### src/rtl/eeprom_cmd_pkg.sv
package eeprom_cmd_pkg;
  localparam int CLK_MHZ = 250;
  // Power-on initialisation time in ns; the count rounds up to whole cycles
  localparam int INIT_TIME_NS = 2000;
  localparam int INIT_CYCLES = (INIT_TIME_NS * CLK_MHZ + 999) / 1000;
  localparam logic [6:0] DEV_ADDR_DEF = 7'h50;
  localparam logic [3:0] BIT_LAST = 4'h7;
  localparam logic [3:0] BIT_COUNT = 4'h8;
  localparam logic RW_READ = 1'b1;
  localparam int FIFO_DEPTH = 16;

  typedef struct packed {
    logic [7:0] addr;
    logic [7:0] data;
  } wr_word_type;

  typedef enum {
    st_init,
    st_idle,
    st_rx_dev,
    st_rx_word,
    st_rx_data,
    st_ack_out,
    st_tx_data,
    st_ack_in,
    st_ignore
  } state_type;
endpackage

### src/rtl/eeprom_cmd_ctrl.sv
`timescale 1ns/1ps
// Operation
// Write only on stop right after data ack
// Start aborts command being received
// No instruction acknowledged during initialisation
// Initialise automatically, no reset pin needed
// After initialisation wait idle for start
// Master clocks device off low SDA first
// Master uses random read after cancel
// Master checks acknowledge after each byte
// Master runs recovery if init unsure
// Recovery: start, nine clocks, start, stop
// Dummy write loads address, no write
// Any start releases SDA, expects device address
module eeprom_cmd_ctrl
  import eeprom_cmd_pkg::*;
#(
  parameter logic [6:0] DEV_ADDR = eeprom_cmd_pkg::DEV_ADDR_DEF,
  parameter int INIT_CYC = eeprom_cmd_pkg::INIT_CYCLES
) (
  input wire logic clock,
  input wire logic nrst,
  input wire logic scl,
  input wire logic sda_in,
  output logic sda_out,
  output logic sda_oe_n,
  input wire logic [7:0] rd_data,
  output logic rd_next,
  output logic wr_valid,
  output eeprom_cmd_pkg::wr_word_type wr_word,
  input wire logic wr_ready,
  output logic wr_commit,
  output logic wr_abort,
  output logic standby
);
  import eeprom_cmd_pkg::*;

  localparam int ICW = $clog2(INIT_CYC + 1);
  localparam logic [ICW-1:0] INIT_LAST = ICW'(INIT_CYC - 1);

  state_type state_ff;
  state_type after_ack_ff;
  logic scl_prev_ff;
  logic sda_prev_ff;
  logic [7:0] shift_ff;
  logic [7:0] tx_ff;
  logic [3:0] bits_ff;
  logic [7:0] waddr_ff;
  logic [ICW-1:0] init_cnt_ff;
  logic ack_drv_ff;
  logic got_data_ff;
  logic ack_last_ff;
  logic mack_ff;
  logic sda_out_ff;
  logic sda_oe_n_ff;
  logic rd_next_ff;
  logic push_ff;
  wr_word_type push_word_ff;
  logic commit_ff;
  logic abort_ff;
  logic standby_ff;
  logic fifo_ready;
  logic rw_read_ff;

  wire scl_rise = scl && !scl_prev_ff;
  wire scl_fall = !scl && scl_prev_ff;
  wire start_ev = scl && scl_prev_ff && sda_prev_ff && !sda_in;
  wire stop_ev = scl && scl_prev_ff && !sda_prev_ff && sda_in;
  wire [7:0] byte_in = {shift_ff[6:0], sda_in};
  wire byte_done = scl_rise && (bits_ff == BIT_LAST);
  wire dev_match = byte_in[7:1] == DEV_ADDR;
  wire in_write = (state_ff == st_rx_word) || (state_ff == st_rx_data) ||
                  ((state_ff == st_ack_out) && !rw_read_ff);
  // Stop counts only if no SCL fall came since the data ack ended;
  // a stop needs one SCL rise of its own, so that rise is allowed
  wire commit_ok = (state_ff == st_rx_data) && got_data_ff && ack_last_ff;

  assign sda_out = sda_out_ff;
  assign sda_oe_n = sda_oe_n_ff;
  assign rd_next = rd_next_ff;
  assign wr_commit = commit_ff;
  assign wr_abort = abort_ff;
  assign standby = standby_ff;

  always_ff @(posedge clock) begin
    if (!nrst) begin
      scl_prev_ff <= 1'b1;
      sda_prev_ff <= 1'b1;
    end else begin
      scl_prev_ff <= scl;
      sda_prev_ff <= sda_in;
    end
  end

  always_ff @(posedge clock) begin
    if (!nrst) begin
      state_ff <= st_init;
      after_ack_ff <= st_idle;
      shift_ff <= '0;
      tx_ff <= '0;
      bits_ff <= '0;
      waddr_ff <= '0;
      init_cnt_ff <= '0;
      ack_drv_ff <= 1'b0;
      got_data_ff <= 1'b0;
      ack_last_ff <= 1'b0;
      mack_ff <= 1'b0;
      rw_read_ff <= 1'b0;
      sda_out_ff <= 1'b0;
      sda_oe_n_ff <= 1'b1;
      rd_next_ff <= 1'b0;
      push_ff <= 1'b0;
      push_word_ff <= '0;
      commit_ff <= 1'b0;
      abort_ff <= 1'b0;
      standby_ff <= 1'b0;
    end else begin
      rd_next_ff <= 1'b0;
      push_ff <= 1'b0;
      commit_ff <= 1'b0;
      abort_ff <= 1'b0;
      if (state_ff == st_init) begin
        // Bus is not watched at all until the count runs out
        sda_oe_n_ff <= 1'b1;
        if (init_cnt_ff == INIT_LAST) begin
          state_ff <= st_idle;
          standby_ff <= 1'b1;
        end else begin
          init_cnt_ff <= init_cnt_ff + 1'b1;
        end
      end else if (start_ev) begin
        abort_ff <= in_write && got_data_ff;
        state_ff <= st_rx_dev;
        sda_oe_n_ff <= 1'b1;
        bits_ff <= '0;
        ack_drv_ff <= 1'b0;
        got_data_ff <= 1'b0;
        ack_last_ff <= 1'b0;
      end else if (stop_ev) begin
        commit_ff <= commit_ok;
        abort_ff <= in_write && got_data_ff && !commit_ok;
        state_ff <= st_idle;
        sda_oe_n_ff <= 1'b1;
        got_data_ff <= 1'b0;
        ack_last_ff <= 1'b0;
      end else begin
        if (scl_rise) begin
          shift_ff <= byte_in;
        end
        case (state_ff)
          st_rx_dev: begin
            if (scl_rise) begin
              bits_ff <= bits_ff + 1'b1;
            end
            if (byte_done) begin
              rw_read_ff <= sda_in;
              state_ff <= dev_match ? st_ack_out : st_ignore;
              after_ack_ff <= (sda_in == RW_READ) ? st_tx_data : st_rx_word;
            end
          end
          st_rx_word: begin
            if (scl_rise) begin
              bits_ff <= bits_ff + 1'b1;
            end
            if (byte_done) begin
              // Dummy write ends here; nothing is queued yet
              waddr_ff <= byte_in;
              state_ff <= st_ack_out;
              after_ack_ff <= st_rx_data;
            end
          end
          st_rx_data: begin
            if (scl_rise) begin
              bits_ff <= bits_ff + 1'b1;
            end
            if (scl_fall) begin
              ack_last_ff <= 1'b0;
            end
            if (byte_done) begin
              // A full queue refuses the byte by withholding the ack
              if (fifo_ready) begin
                push_ff <= 1'b1;
                push_word_ff <= '{addr: waddr_ff, data: byte_in};
                waddr_ff <= waddr_ff + 1'b1;
                got_data_ff <= 1'b1;
                state_ff <= st_ack_out;
                after_ack_ff <= st_rx_data;
              end else begin
                state_ff <= st_ignore;
              end
            end
          end
          st_ack_out: begin
            if (scl_fall) begin
              if (!ack_drv_ff) begin
                ack_drv_ff <= 1'b1;
                sda_oe_n_ff <= 1'b0;
              end else begin
                ack_drv_ff <= 1'b0;
                bits_ff <= '0;
                state_ff <= after_ack_ff;
                ack_last_ff <= after_ack_ff == st_rx_data;
                if (after_ack_ff == st_tx_data) begin
                  tx_ff <= rd_data;
                  sda_oe_n_ff <= rd_data[7];
                end else begin
                  sda_oe_n_ff <= 1'b1;
                end
              end
            end
          end
          st_tx_data: begin
            if (scl_rise) begin
              bits_ff <= bits_ff + 1'b1;
            end
            if (scl_fall) begin
              if (bits_ff == BIT_COUNT) begin
                sda_oe_n_ff <= 1'b1;
                state_ff <= st_ack_in;
              end else begin
                tx_ff <= {tx_ff[6:0], 1'b0};
                sda_oe_n_ff <= tx_ff[6];
              end
            end
          end
          st_ack_in: begin
            if (scl_rise) begin
              mack_ff <= !sda_in;
              rd_next_ff <= 1'b1;
            end
            if (scl_fall) begin
              bits_ff <= '0;
              if (mack_ff) begin
                tx_ff <= rd_data;
                sda_oe_n_ff <= rd_data[7];
                state_ff <= st_tx_data;
              end else begin
                state_ff <= st_ignore;
              end
            end
          end
          st_idle, st_ignore: begin
            sda_oe_n_ff <= 1'b1;
          end
          default: begin
            state_ff <= st_idle;
          end
        endcase
      end
    end
  end

  wr_fifo #(
    .WIDTH($bits(wr_word_type)),
    .DEPTH(FIFO_DEPTH)
  ) u_fifo (
    .clock(clock),
    .nrst(nrst),
    .in_valid(push_ff),
    .in_data(push_word_ff),
    .in_ready(fifo_ready),
    .out_valid(wr_valid),
    .out_data(wr_word),
    .out_ready(wr_ready)
  );
endmodule

### src/rtl/wr_fifo.sv
`timescale 1ns/1ps
module wr_fifo #(
  parameter int WIDTH = 16,
  parameter int DEPTH = 16
) (
  input wire logic clock,
  input wire logic nrst,
  input wire logic in_valid,
  input wire logic [WIDTH-1:0] in_data,
  output logic in_ready,
  output logic out_valid,
  output logic [WIDTH-1:0] out_data,
  input wire logic out_ready
);
  localparam int AW = $clog2(DEPTH);
  localparam logic [AW:0] FULL_COUNT = (AW+1)'(DEPTH);
  localparam logic [AW-1:0] LAST_IDX = AW'(DEPTH - 1);

  logic [WIDTH-1:0] mem_ff [DEPTH];
  logic [AW-1:0] wr_ptr_ff;
  logic [AW-1:0] rd_ptr_ff;
  logic [AW:0] count_ff;
  wire do_push = in_valid && in_ready;
  wire do_pop = out_valid && out_ready;

  assign in_ready = count_ff != FULL_COUNT;
  assign out_valid = count_ff != '0;
  assign out_data = mem_ff[rd_ptr_ff];

  function automatic logic [AW-1:0] step(input logic [AW-1:0] p);
    step = (p == LAST_IDX) ? '0 : p + 1'b1;
  endfunction

  always_ff @(posedge clock) begin
    if (do_push) begin
      mem_ff[wr_ptr_ff] <= in_data;
    end
  end

  always_ff @(posedge clock) begin
    if (!nrst) begin
      wr_ptr_ff <= '0;
      rd_ptr_ff <= '0;
      count_ff <= '0;
    end else begin
      if (do_push) begin
        wr_ptr_ff <= step(wr_ptr_ff);
      end
      if (do_pop) begin
        rd_ptr_ff <= step(rd_ptr_ff);
      end
      if (do_push && !do_pop) begin
        count_ff <= count_ff + 1'b1;
      end else if (do_pop && !do_push) begin
        count_ff <= count_ff - 1'b1;
      end
    end
  end
endmodule

### config.mk
export PLATFORM = sky130hd
export DESIGN_NAME = eeprom_cmd_ctrl
export DESIGN_NICKNAME = d
export VERILOG_FILES = /design/src/rtl/eeprom_cmd_pkg.sv /design/src/rtl/eeprom_cmd_ctrl.sv /design/src/rtl/wr_fifo.sv
export SDC_FILE = /design/constraint.sdc
export NUM_CORES = 1
export LEC_CHECK = 0
export BUFFER_PORTS_ARGS = -buffer_cell sky130_fd_sc_hd__buf_2
export CORE_MARGIN = 1.5
export CORE_UTILIZATION = 40
export CTS_CLUSTER_DIAMETER = 50
export DETAILED_ROUTE_END_ITERATION = 16
export GPL_TIMING_DRIVEN = 1
export MAX_ROUTING_LAYER = met4
export SYNTH_ARGS = -nofsm -noshare
export SYNTH_HDL_FRONTEND = slang
export SYNTH_SLANG_ARGS = --single-unit
export TNS_END_PERCENT = 100
### constraint.sdc
create_clock -name clock -period 4.1 [get_ports clock]
set_clock_uncertainty 0.05 [all_clocks]
set_input_delay 0.205 -clock clock [delete_from_list [all_inputs] [get_ports clock]]
set_output_delay 0.205 -clock clock [all_outputs]
set_load 0.01 [all_outputs]
Word level (Yosys, flattened, before mapping) --
Memory sizes are Yosys's and may differ from the RTL's. A register that Yosys moved wholly into a read port is not among the register bits. Cells that the tools add are included.
Word-level totals: register bits after elaboration 141, bits in writable memories 256, input bits 13, logic and storage cells 230, memories kept 1
Operators by class: add/sub/neg operators 7, equal/unequal tests 49, multiplexer cells 77, bitwise logic cells 8, reduce and logical (&&, ||, !) cells 63
Memory list:
- u_fifo.mem_ff | depth 16, width 16, rd ports 1, clocked after Yosys merged registers in 1, wr ports 1, RTL line wr_fifo.sv:19 | logic [WIDTH-1:0] mem_ff [DEPTH];
Operators by type and width (number):
- $mux W32 | 16
- $pmux W32 S7 | 1
- $eq A32 B3 Y1 const B | 5
- $eq A32 B4 Y1 const B | 5
- $pmux W32 S3 | 1
- $eq A32 B2 Y1 const B | 2
- $mux W4 | 13
- $mux W7 | 7
- $ne A5 B5 Y1 const B | 9
- $eq A32 B1 Y1 const B | 1
- $logic_not A32 Y1 | 1
- $mux W1 | 28
- $mux W8 | 3
- $ne A2 B2 Y1 const B | 11
- $pmux W7 S3 | 1
- $reduce_and A5 Y1 | 4
- $logic_and A1 B1 Y1 | 17
- $ne A4 B4 Y1 const B | 4
- $pmux W8 S2 | 1
- $reduce_bool A3 Y1 | 5
- $reduce_and A7 Y1 | 2
- $add A4 B1 Y4 const B | 3
- $eq A4 B4 Y1 const B | 3
- $pmux W4 S3 | 1
- 30 further kinds | 60

Longest topological paths before layout --
word-level depth 8, gate-level depth with buffers 13, mapped depth without buffers 13

By module --
From an unflattened synthesis, not the netlist that was laid out.
Unflattened totals: cell total of the unflattened synthesis 962, area total of the unflattened synthesis 14166.1 µm²
Modules (own cells, without submodules):
- wr_fifo | times used 1, cells an instance 506, area each 10557.6 µm²
- eeprom_cmd_ctrl | times used 1, cells an instance 456, area each 3608.5 µm²

Least setup slack after synthesis --
OpenSTA, ideal clock, no wires.
path type register -> register, from reg u_fifo.count_ff[0], to reg u_fifo.count_ff[4], library setup time 115 ps, arrival 2776 ps, required time 3935 ps, path slack 1159 ps, stages on the path, launching flop included 14, path buffers 0, period minus slack after synthesis 2941 ps, path through dfxtp_1 nor4_1 nand2b_1 and2_1 inv_1 ha_1 inv_1 ha_1 nor2b_1 o21a_1 or3_1 a21oi_1 xor2_1 and2_1
Between the ends: longest elaborated chain between the ends 5, elaborated cells between the ends (all ways) 13, those cells by class add/sub (2); eq/ne (1); mux (2); reduce/logical (8)
RTL lines:
- start, declared | RTL line wr_fifo.sv:22 | logic [AW:0] count_ff;
- start signal, assigned | RTL line wr_fifo.sv:53 | count_ff <= count_ff + 1'b1;
- start signal, assigned | RTL line wr_fifo.sv:55 | count_ff <= count_ff - 1'b1;
- $reduce_bool A5 Y1 (*) | RTL line wr_fifo.sv:27 | assign out_valid = count_ff != '0;
- via wr_valid | RTL line eeprom_cmd_ctrl.sv:29 | output logic wr_valid,
- $logic_and A1 B1 Y1 (*) | RTL line wr_fifo.sv:24 | wire do_pop = out_valid && out_ready;
- $logic_not A1 Y1 | RTL line wr_fifo.sv:52 | if (do_push && !do_pop) begin
- $logic_and A1 B1 Y1 | RTL line wr_fifo.sv:52
- $mux W5 / $reduce_bool A2 Y1 (equally long branches)
The timed path passes the listed nets; every way through them passes the cells marked *. The select of a mux whose other input is x is not followed. A chain may end at the register's enable or synchronous reset.

Worst setup path in the final report --
from reg u_fifo.count_ff[0], to reg u_fifo.count_ff[4]
Between the ends: longest elaborated chain between the ends 5, elaborated cells between the ends (all ways) 13, those cells by class add/sub (2); eq/ne (1); mux (2); reduce/logical (8)
RTL lines:
- parallel branches: the longest is 5 deep, another holds $sub A5 B1 Y5
Several ways; the timed one is not identified. The select of a mux whose other input is x is not followed.

==> flow_summary.yaml <==
timing:
  hold_viol: 0
  rsz0062_at_grt: "false"
  setup_viol: 0
  max-slew-margin-rel_pct: 35.5
  tns_ns: 0
  fin_crit_sh_pct: 79.4
  fin_crit_ns: 3.25
  maxSlewViolCount: 0
  worstMarginPinSlew_ns: 0.943
  fmax_mhz: 307
clocking:
  holdBufCountCts: 10
  cts_root_buffer: "clkbuf_16"
  htree_levels: 2
  numCtsBuffers: 39
  clock_latency_ns: 0.54
  postCtsSetupBuffers: 0
  clockBufferDepth: 3
  path_clk_slew_ns: 0.05
  cts_tree: "yes"
  ctsResizeCount: 0
  clock_sinks: 344
min_path:
  hold_depth: 2
  hp-start: "nrst"
  worstHoldPathType: "in -> reg"
  min_to: "tx_ff[1]"
critical_path:
  cp_data_required_time_ns: 4.49
  r2r_end: "u_fifo.count_ff[4]"
  critical_path_class: "reg -> reg"
  max_stage_delay_ns: 0.52
  r2r_setup_slack_ns: 0.85
  crit_fanout: 10
  critical_path.slowest_cell: "nor4_1"
  crit_arrival_ns: 3.64
  regToRegStartpoint: "u_fifo.count_ff[0]"
  start_kind: "flip-flop"
  worst_setup_path_end_kind: "flip-flop"
  rr_worst_depth: 12
  crit_chain: "nor4_1, nand2_1, and2_1, ha_1, inv_1, ha_1, nor2b_1, o21a_1, or3_1, a21oi_1, xor2_1, and2_1"
cells_and_area:
  final_util_pct: 46.7
  synthToLayoutAreaGrowth_pct: 14.7
  fillers: 2943
  nets: 988
  drive_above_1_share_pct: 22.3
  diodes: 0
die:
  row_count: 68
  die_w_um: 191
  die-area_sq_um: 36400
  initial_core_util_pct: 40.8
  die_h_um: 191
  coreArea_sq_um: 34600
  ios: 36
synthesis:
  synth-edff-count: 256
  synthTopCellsByArea: "edfxtp_1, mux4_2, dfxtp_1"
  synth_most_common_cell: "edfxtp_1"
  yosys.area.top_type_share_pct: 54.4
  ys.warnings.count: 0
  netlist_area_sq_um: 14100
  async_reset_ff_share_pct: 0
  synth.top_cells.by_count: "edfxtp_1, dfxtp_1, mux4_2"
  ys_ff_latch: 344
  ys_types: 65
  syn_nets: 930
  synth-seq-area-share_pct: 66.9
  synth_top_area_cell: "edfxtp_1"
  synth_ff_type: "edfxtp_1"
  postSynthCellCount: 902
  syn_area_per_cell_sq_um: 15.7
drt:
  vias: 7835
  remaining_drc_errors: 0
  avgViaCountPerCell: 5.43
  detail_route.wl_per_cell_um: 20.6
  drt-total-wl_mm: 29.7
  firstDrtPassIters: 5
  dr.first_iter.drc_count: 657
  drtAntennaViolNets: 0
global_routing:
  grt_max_degree: 38
  antenna_found_initial: 0
  overflow: 0
  first_global_vias: 7938
  grt_usage_pct: 17.4
  grt_first_pass_wirelength_mm: 46.6
run:
  maxCapViolCount: 0
power:
  power.density_nw_per_um2: 436
  p_leak_nw: 4.42
  irDropWorstVdd_mv: 0.324
placement:
  port_buffers: 34
  gp_congestion: 0.804
  dp.final_hpwl_mm: 17.9
run_status:
  status: "complete, no violations"
## worst max path at each step
stage,from,endpoint,slack [ns],depth (start not counted)
floorplan,u_fifo.count_ff[0],u_fifo.count_ff[4],1.16,13
global placement,u_fifo.count_ff[0],u_fifo.count_ff[4],0.90,12
detailed placement,u_fifo.count_ff[0],u_fifo.count_ff[4],0.88,12
CTS,u_fifo.count_ff[0],u_fifo.count_ff[4],0.86,12
global route,u_fifo.count_ff[0],u_fifo.count_ff[4],0.57,12
finish,u_fifo.count_ff[0],u_fifo.count_ff[4],0.85,12
## routing by layer
layer / GRT usage (%) / wire [um] / up-vias
li1: - / - / 3621
met1: 22.3 / 13200 / 3977
met3: 2.67 / 1170 / 53
met5: - / 0 / -
met4: 5.09 / 611 / 0
met2: 28.7 / 14800 / 184
## critical path: cells and delay by family (launching register included)
family | cells | cell delay, ns
and+or+nand+nor | 6 | 1.63
adders and majority gates | 2 | 0.54
AOI/OAI and AO/OA | 2 | 0.34
xor gates and xnor gates | 1 | 0.08
buffers and inverters | 1 | 0.15
DFF | 1 | 0.34
## power breakdown
group	total, mW	switching (mW)	leakage [nW]	internal, mW
logic	0.0555	0.0320	1.35	0.0235
clock network	3.31	1.41	0.601	1.90
registers	3.70	0.00463	2.47	3.69
total	7.06	1.45	4.42	5.62
## cell families after synthesis
| kind of cell | Yosys count | share of synthesized area (%) |
|---|---|---|
| adder cells (fa/ha/maj) | 15 | 1.38 |
| flip-flops | 344 | 66.9 |
| multiplexers | 108 | 14.7 |
| XOR/XNOR | 13 | 0.806 |
| other | 1 | 0.0266 |
| buffers and inverters | 65 | 2.14 |
| AO/OA/AOI/OAI | 119 | 5.58 |
| AND/OR/NAND/NOR | 237 | 8.38 |
## registers in the layout, indices dropped and copies added, names as in the netlist, 5 cells and up, named ones only
name             count
u_fifo.mem_ff      256
push_word_ff        16
init_cnt_ff          9
waddr_ff             8
shift_ff             7
tx_ff                7
u_fifo.count_ff      5
## layout make-up
class / instances / area, sq um / share of cell area [%]
Tap cell: 455 / 569 / 3.52
Timing Repair Buffer: 68 / 475 / 2.94
Inverter: 14 / 52.6 / 0.325
Clock inverter: 25 / 229 / 1.41
Clock buffer: 43 / 991 / 6.12
Multi-Input combinational cell: 493 / 4420 / 27.3
Sequential cell: 344 / 9450 / 58.4
## layout by cell type, fill, tap and decap left out, types with 14 or more instances in the layout
cell       Yosys  layout
edfxtp_1     256     256
dfxtp_1       88      86
mux4_2        80      80
nand2_1       66      66
nor2_1        60      48
clkbuf_16      0      39
buf_2         17      34
a21oi_1       33      33
mux2i_1       28      28
o21ai_0       27      27
nor2b_1       25      25
buf_4          1      22
nand2b_1      15      15
ha_1          14      14
## per-stage QoR
stage	cells	instance area [sq um]	power [mW]	setup WS [ns]	hold WS [ns]
3_3_place_gp	1364	14900	3.82	0.904	0.418
5_1_grt	1442	16200	7.28	0.570	0.0326
6_report	1442	16200	7.06	0.845	0.0145
4_1_cts	1442	16200	7.14	0.861	0.00312
3_5_place_dp	1364	14900	3.82	0.881	0.429
2_1_floorplan	902	14100	3.80	1.16	0.256
Power figures use the tool's default switching activity.
